$ cat src/ahoc_pkg.sv
// Purpose: Shared constants and types for the high-speed oscillator auto calibrator
// Assumes: 32-bit AXI4-Lite register bus, one word per register
// Notes: Offsets are byte addresses on the register bus
package ahoc_pkg;

  // Register byte offsets
  localparam logic [4:0] OFS_STATUS = 5'h00;
  localparam logic [4:0] OFS_CONTROL = 5'h04;
  localparam logic [4:0] OFS_TRIM = 5'h08;
  localparam logic [4:0] OFS_LOWER = 5'h0C;
  localparam logic [4:0] OFS_CENTRE = 5'h10;
  localparam logic [4:0] OFS_UPPER = 5'h14;
  localparam logic [4:0] OFS_MASK = 5'h18;
  localparam int unsigned MIN_ADDR_W = 5;

  // Field positions
  localparam int unsigned STS_DONE_BIT = 0;
  localparam int unsigned CTL_ON_BIT = 0;
  localparam int unsigned CTL_FINE_BIT = 1;
  localparam int unsigned TRIM_FINE_LSB = 8;
  localparam int unsigned TRIM_FINE_MSB = 13;
  localparam int unsigned TRIM_COARSE_LSB = 0;
  localparam int unsigned TRIM_COARSE_MSB = 7;
  localparam int unsigned FINE_W = 6;
  localparam int unsigned COARSE_W = 8;
  localparam int unsigned CMP_W = 16;

  // Reset values
  localparam logic [15:0] LOWER_RST = 16'h1F2C;
  localparam logic [15:0] CENTRE_RST = 16'h1F40;
  localparam logic [15:0] UPPER_RST = 16'h1F54;
  localparam logic [5:0] FINE_RST = 6'h20;
  localparam logic [7:0] COARSE_RST = 8'h80;

  // Trim limits, expressed in the 8-bit working width, and the 16-bit count ceiling
  localparam logic [7:0] FINE_MAX = 8'h3F;
  localparam logic [7:0] COARSE_MAX = 8'hFF;
  localparam logic [7:0] TRIM_MIN = 8'h00;
  localparam logic [15:0] CNT_MAX = 16'hFFFF;

  // AXI responses
  localparam logic [1:0] RESP_OKAY = 2'b00;
  localparam logic [1:0] RESP_SLVERR = 2'b10;

  typedef enum logic [1:0] {
    ST_IDLE = 2'b00,
    ST_SEARCH = 2'b01,
    ST_MEASURE = 2'b10
  } ahoc_state_t;

endpackage

$ cat src/ahoc_calibrator.sv
// Purpose: Automatic calibration of the internal high-speed RC oscillator against USB start-of-frame
// Assumes: oscTick and sofPulse are one-cycle pulses already synchronous to clk_sys
// Notes: Oscillator must run slower than clk_sys so each of its cycles gives one tick
//
// The AXI4-Lite interface to the registers and the placing of the registers are this design's own decisions.
`timescale 1ns/1ps

// Contract
// - Fine trim in bits 13:8, read-only
// - Fine trim step 20 kHz, default 32
// - Coarse value bits 7:0, read-only, default 128
// - Count at or below lower bound adjusts
// - Count at or above upper bound adjusts
// - Count inside window leaves trim alone; code still steps inside it while a search is running
// - Step back and forth across centre count
// - Keep setting whose count is closest
// - Unused upper bits read zero, ignore writes
// - Calibration-on starts searching for start-of-frame
// - Select bit picks coarse or fine value
// - Done flag with enable raises interrupt
module ahoc_calibrator
  import ahoc_pkg::*;
#(
  parameter int unsigned ADDR_W = 5
) (
  input wire logic clk_sys,
  input wire logic reset_n,
  input wire logic [ADDR_W-1:0] s_axi_awaddr,
  input wire logic s_axi_awvalid,
  output logic s_axi_awready,
  input wire logic [31:0] s_axi_wdata,
  input wire logic [3:0] s_axi_wstrb,
  input wire logic s_axi_wvalid,
  output logic s_axi_wready,
  output logic [1:0] s_axi_bresp,
  output logic s_axi_bvalid,
  input wire logic s_axi_bready,
  input wire logic [ADDR_W-1:0] s_axi_araddr,
  input wire logic s_axi_arvalid,
  output logic s_axi_arready,
  output logic [31:0] s_axi_rdata,
  output logic [1:0] s_axi_rresp,
  output logic s_axi_rvalid,
  input wire logic s_axi_rready,
  input wire logic oscTick,
  input wire logic sofPulse,
  output logic [5:0] fineTrim,
  output logic [7:0] coarseCal,
  output logic irq
);

  // Address must reach every register offset
  if (ADDR_W < MIN_ADDR_W || ADDR_W > 32) begin : gBadAddr
    $error("ADDR_W out of supported range");
  end

  // Register state
  logic calibration_on_r;
  logic fineSel_r;
  logic doneFlag_r;
  logic doneMask_r;
  logic [15:0] lower_r;
  logic [15:0] centre_r;
  logic [15:0] upper_r;
  logic [5:0] fine_r;
  logic [7:0] coarse_r;

  // Bus channel state
  logic awHeld_r;
  logic wHeld_r;
  logic [4:0] awAddr_r;
  logic [31:0] wData_r;
  logic [3:0] wStrb_r;
  logic bValid_r;
  logic [1:0] bResp_r;
  logic rValid_r;
  logic [1:0] rResp_r;
  logic [31:0] rData_r;

  // Calibration state
  ahoc_state_t state_r;
  logic [15:0] oscCnt_r;
  logic adjusting_r;
  logic prevUp_r;
  logic [15:0] prevErr_r;
  logic [7:0] prevVal_r;

  // Write path: address and data may arrive in either order
  logic wrFire;
  logic [4:0] wrAddr;
  logic wrStatus;
  logic wrControl;
  logic wrLower;
  logic wrCentre;
  logic wrUpper;
  logic wrMask;
  logic wrMapped;

  assign s_axi_awready = !awHeld_r && !bValid_r;
  assign s_axi_wready = !wHeld_r && !bValid_r;
  assign wrFire = awHeld_r && wHeld_r && !bValid_r;
  assign wrAddr = {awAddr_r[4:2], 2'b00};
  assign wrStatus = wrFire && (wrAddr == OFS_STATUS);
  assign wrControl = wrFire && (wrAddr == OFS_CONTROL);
  assign wrLower = wrFire && (wrAddr == OFS_LOWER);
  assign wrCentre = wrFire && (wrAddr == OFS_CENTRE);
  assign wrUpper = wrFire && (wrAddr == OFS_UPPER);
  assign wrMask = wrFire && (wrAddr == OFS_MASK);
  // Trim readback is mapped but its writes are dropped
  assign wrMapped = wrStatus || wrControl || wrLower || wrCentre || wrUpper || wrMask || (wrAddr == OFS_TRIM);

  // Capture write address and data, respond once both are in
  always_ff @(posedge clk_sys or negedge reset_n) begin
    if (!reset_n) begin
      awHeld_r <= 1'b0;
      wHeld_r <= 1'b0;
      awAddr_r <= 5'h00;
      wData_r <= 32'h00000000;
      wStrb_r <= 4'h0;
      bValid_r <= 1'b0;
      bResp_r <= RESP_OKAY;
    end else begin
      if (s_axi_awvalid && s_axi_awready) begin
        awHeld_r <= 1'b1;
        awAddr_r <= s_axi_awaddr[4:0];
      end
      if (s_axi_wvalid && s_axi_wready) begin
        wHeld_r <= 1'b1;
        wData_r <= s_axi_wdata;
        wStrb_r <= s_axi_wstrb;
      end
      if (wrFire) begin
        awHeld_r <= 1'b0;
        wHeld_r <= 1'b0;
        bValid_r <= 1'b1;
        bResp_r <= wrMapped ? RESP_OKAY : RESP_SLVERR;
      end else if (bValid_r && s_axi_bready) begin
        bValid_r <= 1'b0;
      end
    end
  end

  assign s_axi_bvalid = bValid_r;
  assign s_axi_bresp = bResp_r;

  // Read mux; reserved bits are forced low
  logic [31:0] rdWord;
  logic rdMapped;
  logic [4:0] rdAddr;
  assign rdAddr = {s_axi_araddr[4:2], 2'b00};

  always_comb begin
    rdWord = 32'h00000000;
    rdMapped = 1'b1;
    unique case (rdAddr)
      OFS_STATUS: rdWord[STS_DONE_BIT] = doneFlag_r;
      OFS_CONTROL: begin
        rdWord[CTL_ON_BIT] = calibration_on_r;
        rdWord[CTL_FINE_BIT] = fineSel_r;
      end
      OFS_TRIM: begin
        rdWord[TRIM_FINE_MSB:TRIM_FINE_LSB] = fine_r;
        rdWord[TRIM_COARSE_MSB:TRIM_COARSE_LSB] = coarse_r;
      end
      OFS_LOWER: rdWord[CMP_W-1:0] = lower_r;
      OFS_CENTRE: rdWord[CMP_W-1:0] = centre_r;
      OFS_UPPER: rdWord[CMP_W-1:0] = upper_r;
      OFS_MASK: rdWord[STS_DONE_BIT] = doneMask_r;
      default: rdMapped = 1'b0;
    endcase
  end

  // Read channel answers one cycle after the address is taken
  assign s_axi_arready = !rValid_r;

  always_ff @(posedge clk_sys or negedge reset_n) begin
    if (!reset_n) begin
      rValid_r <= 1'b0;
      rResp_r <= RESP_OKAY;
      rData_r <= 32'h00000000;
    end else if (s_axi_arvalid && s_axi_arready) begin
      rValid_r <= 1'b1;
      rResp_r <= rdMapped ? RESP_OKAY : RESP_SLVERR;
      rData_r <= rdWord;
    end else if (rValid_r && s_axi_rready) begin
      rValid_r <= 1'b0;
    end
  end

  assign s_axi_rvalid = rValid_r;
  assign s_axi_rresp = rResp_r;
  assign s_axi_rdata = rData_r;

  // Control and mask bits
  always_ff @(posedge clk_sys or negedge reset_n) begin
    if (!reset_n) begin
      calibration_on_r <= 1'b0;
      fineSel_r <= 1'b0;
      doneMask_r <= 1'b0;
    end else begin
      if (wrControl && wStrb_r[0]) begin
        calibration_on_r <= wData_r[CTL_ON_BIT];
        fineSel_r <= wData_r[CTL_FINE_BIT];
      end
      if (wrMask && wStrb_r[0]) begin
        doneMask_r <= wData_r[STS_DONE_BIT];
      end
    end
  end

  // Compare registers, byte lanes honoured, upper lanes dropped
  always_ff @(posedge clk_sys or negedge reset_n) begin
    if (!reset_n) begin
      lower_r <= LOWER_RST;
      centre_r <= CENTRE_RST;
      upper_r <= UPPER_RST;
    end else begin
      if (wrLower && wStrb_r[0]) lower_r[7:0] <= wData_r[7:0];
      if (wrLower && wStrb_r[1]) lower_r[15:8] <= wData_r[15:8];
      if (wrCentre && wStrb_r[0]) centre_r[7:0] <= wData_r[7:0];
      if (wrCentre && wStrb_r[1]) centre_r[15:8] <= wData_r[15:8];
      if (wrUpper && wStrb_r[0]) upper_r[7:0] <= wData_r[7:0];
      if (wrUpper && wStrb_r[1]) upper_r[15:8] <= wData_r[15:8];
    end
  end

  // Sequencer: idle, hunt for the first frame mark, then measure frame by frame
  always_ff @(posedge clk_sys or negedge reset_n) begin
    if (!reset_n) begin
      state_r <= ST_IDLE;
    end else begin
      unique case (state_r)
        ST_IDLE: if (calibration_on_r) state_r <= ST_SEARCH;
        ST_SEARCH: begin
          if (!calibration_on_r) state_r <= ST_IDLE;
          else if (sofPulse) state_r <= ST_MEASURE;
        end
        ST_MEASURE: if (!calibration_on_r) state_r <= ST_IDLE;
        default: state_r <= ST_IDLE;
      endcase
    end
  end

  // Oscillator cycles between frame marks; saturates so a lost frame cannot wrap
  always_ff @(posedge clk_sys or negedge reset_n) begin
    if (!reset_n) begin
      oscCnt_r <= 16'h0000;
    end else if (state_r == ST_IDLE || sofPulse) begin
      oscCnt_r <= 16'h0000;
    end else if (oscTick && oscCnt_r != CNT_MAX) begin
      oscCnt_r <= oscCnt_r + 16'h0001;
    end
  end

  // Evaluation of one frame's sample
  logic sampleEvt;
  logic outOfWindow;
  logic needUp;
  logic [15:0] errNow;
  logic [7:0] activeVal;
  logic [7:0] activeMax;
  logic [7:0] steppedVal;
  logic [7:0] bestVal;
  logic [7:0] newVal;
  logic crossed;
  logic applyStep;
  logic applyBest;
  logic limitHit;
  logic writeVal;

  assign sampleEvt = (state_r == ST_MEASURE) && calibration_on_r && sofPulse;
  assign outOfWindow = (oscCnt_r <= lower_r) || (oscCnt_r >= upper_r);
  assign needUp = oscCnt_r < centre_r;
  assign errNow = needUp ? (centre_r - oscCnt_r) : (oscCnt_r - centre_r);
  assign activeVal = fineSel_r ? {2'b00, fine_r} : coarse_r;
  assign activeMax = fineSel_r ? FINE_MAX : COARSE_MAX;
  // A slow oscillator is sped up one step, a fast one slowed one step
  assign steppedVal = needUp ? ((activeVal == activeMax) ? activeVal : activeVal + 8'h01)
                             : ((activeVal == TRIM_MIN) ? activeVal : activeVal - 8'h01);
  assign crossed = adjusting_r && (needUp != prevUp_r);
  // Ties keep the newer setting; either way the error is within half a step
  assign bestVal = (errNow <= prevErr_r) ? activeVal : prevVal_r;
  assign applyBest = sampleEvt && crossed;
  assign applyStep = sampleEvt && !crossed && (adjusting_r || outOfWindow);
  assign limitHit = applyStep && (steppedVal == activeVal);
  assign newVal = applyBest ? bestVal : steppedVal;
  assign writeVal = applyBest || applyStep;

  // Search bookkeeping: remember the last setting and which side it landed on
  always_ff @(posedge clk_sys or negedge reset_n) begin
    if (!reset_n) begin
      adjusting_r <= 1'b0;
      prevUp_r <= 1'b0;
      prevErr_r <= 16'h0000;
      prevVal_r <= 8'h00;
    end else if (state_r != ST_MEASURE) begin
      adjusting_r <= 1'b0;
    end else if (applyBest || limitHit) begin
      adjusting_r <= 1'b0;
    end else if (applyStep) begin
      adjusting_r <= 1'b1;
      prevUp_r <= needUp;
      prevErr_r <= errNow;
      prevVal_r <= activeVal;
    end
  end

  // Trim values are steered only by the calibrator, never by the bus
  always_ff @(posedge clk_sys or negedge reset_n) begin
    if (!reset_n) begin
      fine_r <= FINE_RST;
      coarse_r <= COARSE_RST;
    end else if (writeVal) begin
      if (fineSel_r) fine_r <= newVal[FINE_W-1:0];
      else coarse_r <= newVal;
    end
  end

  // Done flag: set on convergence or at a trim limit; a set beats a same-cycle clear
  always_ff @(posedge clk_sys or negedge reset_n) begin
    if (!reset_n) begin
      doneFlag_r <= 1'b0;
    end else if (applyBest || limitHit) begin
      doneFlag_r <= 1'b1;
    end else if (wrStatus && wStrb_r[0] && wData_r[STS_DONE_BIT]) begin
      doneFlag_r <= 1'b0;
    end
  end

  // Level interrupt while the unmasked flag stands
  always_ff @(posedge clk_sys or negedge reset_n) begin
    if (!reset_n) begin
      irq <= 1'b0;
    end else begin
      irq <= doneFlag_r && doneMask_r;
    end
  end

  // Trim values drive the oscillator directly
  assign fineTrim = fine_r;
  assign coarseCal = coarse_r;

endmodule

$ cat config.mk
export PLATFORM = sky130hd
export DESIGN_NAME = ahoc_calibrator
export DESIGN_NICKNAME = d
export VERILOG_FILES = /design/src/ahoc_pkg.sv /design/src/ahoc_calibrator.sv
export SDC_FILE = /design/constraint.sdc
export NUM_CORES = 1
export LEC_CHECK = 0
export BUFFER_PORTS_ARGS = -buffer_cell sky130_fd_sc_hd__clkbuf_2
export CAP_MARGIN = 20
export CORE_ASPECT_RATIO = 0.9
export CORE_MARGIN = 2
export CORE_UTILIZATION = 40
export DETAILED_ROUTE_END_ITERATION = 8
export REMOVE_ABC_BUFFERS = 1
export SLEW_MARGIN = 20
export SYNTH_ARGS = -nofsm -noshare
export SYNTH_HDL_FRONTEND = slang
export SYNTH_SLANG_ARGS = --single-unit
$ cat constraint.sdc
create_clock -name clk_sys -period 6.3 [get_ports clk_sys]
set_clock_uncertainty 0.2 [all_clocks]
set_input_delay 1.26 -clock clk_sys [delete_from_list [all_inputs] [get_ports clk_sys]]
set_output_delay 1.26 -clock clk_sys [all_outputs]
set_load 0.01 [all_outputs]
Yosys cells after proc, flatten, opt, wreduce, memory -nomap -nowiden
Cells that the tools add are included.
{"block": "totals", "ff_bits": 158, "romBits": 0, "out_inout_bits": 56, "n_memories": 0, "inputBits": 55, "ramBits": 0, "latch_bits": 0, "elab_cells": 164}
{"block": "classes", "shifts": 0, "muxes": 35, "order_cmp": 4, "reduce_logical": 66, "n_bitwise": 3, "n_addsub": 5, "multipliers": 0, "eq_ne": 22, "div_mod_pow": 0}
{"op": "8-bit two-way mux", "n": 7}
{"op": "16-bit two-way mux", "n": 3}
{"op": "12-bit case mux with 4 select lines", "n": 1}
{"op": "1-bit logical AND", "n": 34}
{"op": "16-bit <= comparator", "n": 2}
{"op": "16-bit subtractor", "n": 2}
{"op": "3-bit == test, second input constant", "n": 6}
{"op": "16-bit by 1-bit adder with 16-bit output, second input constant", "n": 1}
{"op": "8-bit == test", "n": 2}
{"op": "16-bit >= comparator", "n": 1}
{"op": "16-bit < comparator", "n": 1}
{"op": "16-bit inequality test, second input constant", "n": 1}
{"op": "1-bit two-way mux", "n": 14}
{"op": "3-bit by 2-bit == test with 1-bit output, second input constant", "n": 4}
{"op": "2-bit two-way mux", "n": 6}
{"op": "2-bit case mux with 3 select lines", "n": 2}
{"op": "2-bit nonzero test", "n": 6}
{"op": "1-bit logical OR", "n": 11}
{"op": "5-bit zero test", "n": 2}
{"op": "8-bit by 1-bit adder with 8-bit output, second input constant", "n": 1}
{"op": "8-bit zero test", "n": 1}
{"op": "8-bit by 1-bit subtractor with 8-bit output, second input constant", "n": 1}
{"op": "1-bit case mux with 7 select lines", "n": 1}
{"op": "7-bit OR reduction", "n": 1}
{"op": "13 further kinds", "n": 24}

Logic depth before layout (Yosys ltp)
{"block": "logic_depth", "ltp_word": 10, "depth_mapped": 22, "ltp_nobuf": 20}

Least setup slack after synthesis
Ideal clock, no wire load.
{"block": "synth_path", "path_kind": "register to register", "from": "register oscCnt_r[0]", "to": "register fine_r[0], in the netlist fineTrim[0]", "setup_time_ns": 0.125, "stages_incl_launch_ff": 20, "t_arrival_ns": 4.809, "t_required_ns": 5.975, "period_less_slack_ns": 5.134, "setup_slack_ns": 1.166, "cell_sequence": "dfrtp_1 > inv_1 > ha_1 > inv_1 > fa_1 > a211oi_2 > o211ai_1 > and3b_1 > nor2_4 > mux2_2 > a21o_1 > a221oi_1 > ha_1 > nand4_1 > or4_1 > o221ai_1 > o21ai_2 > mux2_4 > a221o_1 > mux2_2"}
{"item": "start: declaration", "line": "ahoc_calibrator.sv:82", "rtl": "logic [15:0] oscCnt_r;"}
{"item": "start signal: assignment", "line": "ahoc_calibrator.sv:251", "rtl": "oscCnt_r <= oscCnt_r + 16'h0001;"}
{"item": "16-bit subtractor or 16-bit < comparator (tied branches)", "line": "ahoc_calibrator.sv:274, ahoc_calibrator.sv:273"}
{"item": "16-bit two-way mux (*)", "line": "ahoc_calibrator.sv:274", "rtl": "assign errNow = needUp ? (centre_r - oscCnt_r) : (oscCnt_r - centre_r);"}
{"item": "named net errNow[14]", "line": "ahoc_calibrator.sv:259", "rtl": "logic [15:0] errNow;"}
{"item": "16-bit <= comparator (*)", "line": "ahoc_calibrator.sv:282", "rtl": "assign bestVal = (errNow <= prevErr_r) ? activeVal : prevVal_r;"}
{"item": "8-bit two-way mux (*)", "line": "ahoc_calibrator.sv:282"}
{"item": "8-bit two-way mux (*)", "line": "ahoc_calibrator.sv:286", "rtl": "assign newVal = applyBest ? bestVal : steppedVal;"}
{"item": "end signal: assignment", "line": "ahoc_calibrator.sv:314", "rtl": "if (fineSel_r) fine_r <= newVal[FINE_W-1:0];"}
{"item": "end: declaration", "line": "ahoc_calibrator.sv:65", "rtl": "logic [5:0] fine_r;"}
The timed path passes the listed nets; every way through them passes the cells marked *.
A chain may end at the register's enable or synchronous reset.

Worst setup path in the final report
Ends and elaborated chain as after synthesis.

==> key figures <==
Global routing
  – Largest net degree at the start of global routing: between 50 and 60
  – GRT overflow: 0
  – Vias in the first global route: between 7,000 and 8,000
  – Initial antenna violation count: 0
  – First-pass GRT wire length: 40.9 mm
  – Tot GR Track Use: 0.199

Logic synthesis
  – Seq cells post-synth: around 150
  – Area share of the largest cell type after synthesis: 0.320
  – Primary FF master, synth: dfrtp_1
  – Post-Syn Area per Cell: 9.92 sq um
  – Gate Count Post-Synth: 1,025
  – EDFF count, synth: 0
  – Syn. warnings: 0
  – Top post-synthesis cells by area: dfrtp_1 32%, mux2_2 10%, ha_1 10%
  – FFs w/ async S/R, synth: 1.00
  – Synth Cell Area: 0.0102 sq mm
  – Sequential area share after synthesis: 0.382
  – Post-synth top area cell: dfrtp_1
  – Distinct cells, synth: 78

CTS
  – Post-CTS Resized: 0
  – Worst-path clk slew: 0.06 ns
  – Root Driver: clkbuf_16
  – Clock Latency Late Sink: 0.44 ns
  – Clock Sink Count: between 150 and 200
  – CTS Buf Count: 17
  – Cts hold-fix bufs: 0
  – Post-CTS Setup Inserts: 0
  – Clock tree from TritonCTS: yes
  – H-tree level count: 4
  – CTS Buffer Depth: 2

Floorplanning
  – Die ar.: 0.0267 sq mm
  – Initial Util: 0.406
  – Core area: 0.0250 sq mm
  – Rows: 55
  – Die width: between 150 and 200 microns
  – Die Y: about 160 microns
  – Top-Level Pins: around 110

Place
  – Dpl ws: 0.606 ns
  – DP HPWL: 19.2 mm
  – Placed Instance Area: between 0.01 and 0.015 sq mm
  – DP Cell Count: 1,411
  – Routability cong.: 0.856
  – Port bufs: 70

Drt
  – Routed WL: between 20 and 30 mm
  – DRT Pass-1 Iters: 4
  – DRT iter0 DRCs: 509
  – WL/cell: 17.6 microns
  – Detail Route Antenna Nets: 0
  – Residual DRC count: 0
  – Via density: ~5.4
  – Vias: 7,812

STA
  – WHS: 0.279 ns
  – Pins Over Slew Limit: 0
  – Final hold viol count: 0
  – Setup TNS: 0 ns
  – Final worst slack: 0.523 ns
  – Final Cycle Share: 0.917
  – Worst slew margin: 0.401
  – RSZ-0062 raised after global routing: false
  – F_max: roughly 0.17 GHz
  – # setup viols final: 0
  – Final Critical Period: slightly below 6 ns
  – Tightest Pin Transition: 0.898 ns

Worst setup path
  – Worst EP required: 6.42 ns
  – Worst Setup End Kind: flop
  – Worst-path fanout max: 6
  – Worst path cell trace: inv_1, ha_1, inv_1, fa_1, a211oi_2, o211ai_1, and3b_1, nor2_4, mux2_2, a21o_1, a221oi_1, ha_1, nand4_1, or4_1, o221ai_1, o21ai_2, mux2_4, a221o_1, mux2_2
  – Max stage delay on crit path: 0.65 ns
  – Slowest cell on the critical path: or4_1
  – Critical path data arrival time: 5.90 ns
  – CP Capture Point: fineTrim[0]$_DFFE_PN0P_
  – Reg2Reg Setup Slack: 0.52 ns
  – RR Startpoint: oscCnt_r[0]$_DFFE_PN0P_
  – Crit. Startpoint: oscCnt_r[0]$_DFFE_PN0P_
  – Worst Reg2Reg Path Length in Cells: 19
  – Reg2Reg Capture Point: fineTrim[0]$_DFFE_PN0P_
  – Startpoint Class: flop
  – Worst setup path class: reg -> reg

Final layout
  – Share of layout cells above drive strength 1: 0.227
  – Inserted Diodes: 0
  – Post-route cell area: 0.0114 sq mm
  – Non-Filler Instances: approximately 1,400
  – Area delta synth->final: 12.1%
  – Nets@finish: roughly 1,200
  – Final Util: 0.455

Pwr
  – Power Density: 438 mW/mm^2
  – Maximum vdd drop: 0.000261 V
  – P_leak: 5.24 nW
  – Pwr Total: 4.99 mW

Outcome
  – Status: completed

Min path
  – Hold Path Depth: 2
  – Hold Path Class: reg -> reg

Job
  – Max-capacitance violation count: 0
## worst min path at each step
stage / startpoint / endpoint / slack, ns
floorplan: prevVal_r[1]$_DFFE_PN0P_ / prevVal_r[1]$_DFFE_PN0P_ / 0.26
global placement: s_axi_rdata[7]$_DFFE_PN0P_ / s_axi_rdata[7]$_DFFE_PN0P_ / 0.26
detailed placement: s_axi_rdata[3]$_DFFE_PN0P_ / s_axi_rdata[3]$_DFFE_PN0P_ / 0.27
CTS: s_axi_rdata[3]$_DFFE_PN0P_ / s_axi_rdata[3]$_DFFE_PN0P_ / 0.29
global route: s_axi_rdata[6]$_DFFE_PN0P_ / s_axi_rdata[6]$_DFFE_PN0P_ / 0.31
finish: s_axi_bresp[1]$_DFFE_PN0P_ / s_axi_bresp[1]$_DFFE_PN0P_ / 0.28
## layer usage
layer,wire [microns],global-route usage
met2,11100,0.301
met3,1200,0.0404
met5,0,0
met1,12600,0.289
met4,467,0.0580
## state kept, by name, summed over array words and instances, names as in the netlist, 2 cells and up
| signal | flops |
|---|---|
| fineTrim | 6 |
| s_axi_rdata | 16 |
| prevErr_r | 16 |
| coarseCal | 8 |
| centre_r | 16 |
| awAddr_r | 3 |
| prevVal_r | 8 |
| state_r | 2 |
| wStrb_r | 2 |
| oscCnt_r | 16 |
| upper_r | 16 |
| wData_r | 16 |
| lower_r | 16 |
## cell usage in the layout, fill, tap and decap left out, types with 4 or more instances in the layout
master and count:
o21ai_0 52, inv_1 90, or3_1 5, dfstp_2 24, nand2b_1 4, a22o_1 5, nor2b_1 15, clkbuf_16 17
and3_1 4, clkinvlp_4 4, o21a_1 5, ha_1 83, nor2_1 47, mux2_1 14, a31oi_1 5, nand4_1 11
nor3_1 16, xnor2_1 30, a21o_1 24, a221o_1 4, nand3_1 31, buf_4 12, and2_1 12, nand2_1 75
o211ai_1 7, a21oi_1 55, a22oi_1 9, xor2_1 6, a221oi_1 12, mux2i_1 15, mux2_2 94, a211oi_1 12
clkbuf_2 69, nand3b_1 11, conb_1 18, dfrtp_1 130, o31ai_1 4
## power breakdown
part	leakage, nW	total, mW	switching (mW)	internal (mW)
combinational	2.98	2.36	1.31	1.05
clock	0.282	1.07	0.442	0.627
sequential	1.97	1.56	0.284	1.28
total	5.24	4.99	2.03	2.96
## Yosys cell counts, types with 5 or more instances
cell type	number
ha_1	83
mux2_2	94
buf_2	10
a221oi_1	12
clkbuf_1	22
nand4_1	11
nand2_1	76
a31oi_1	5
o211ai_1	7
a22o_1	5
nand3_1	31
nor3_1	16
dfrtp_1	130
a211oi_1	12
xor2_1	6
inv_1	90
a21o_1	24
and2_1	12
or3_1	5
buf_4	19
mux2_1	14
o21a_1	5
o21ai_0	52
nor2_1	47
nor2b_1	16
xnor2_1	30
a22oi_1	9
a21oi_1	55
dfstp_2	24
mux2i_1	15
nand3b_1	11
## cell type report
| class | count | area (sq um) |
|---|---|---|
| inverter | 90 | 338 |
| fill | 2440 | 13700 |
| sequential | 154 | 3880 |
| clock inverter | 13 | 168 |
| tap | 342 | 428 |
| clock buffer | 19 | 433 |
| timing repair buffer | 82 | 447 |
| multi-input combinational | 743 | 5700 |
## worst max-delay path, delay by kind of cell, from the launching register on
kind,cells,cell delay [ns]
muxes,3,0.89
DFF,1,0.45
adders and majority gates,3,0.81
AOI/OAI and AO/OA,7,1.89
buffers and inverters,2,0.20
and+or+nand+nor,4,1.21
## cells by family (layout without fill, tap and decap cells)
family,after synthesis,in the layout,synth area share
other cells,1,18,0.000369
xor+xnor,36,36,0.0310
simple gates,249,249,0.124
fa+ha+maj,85,85,0.106
compound gates,228,228,0.151
flops,154,154,0.382
mux,127,127,0.141
buf+inv,145,204,0.0647
Note: power is estimated with default switching activity, not from simulation.
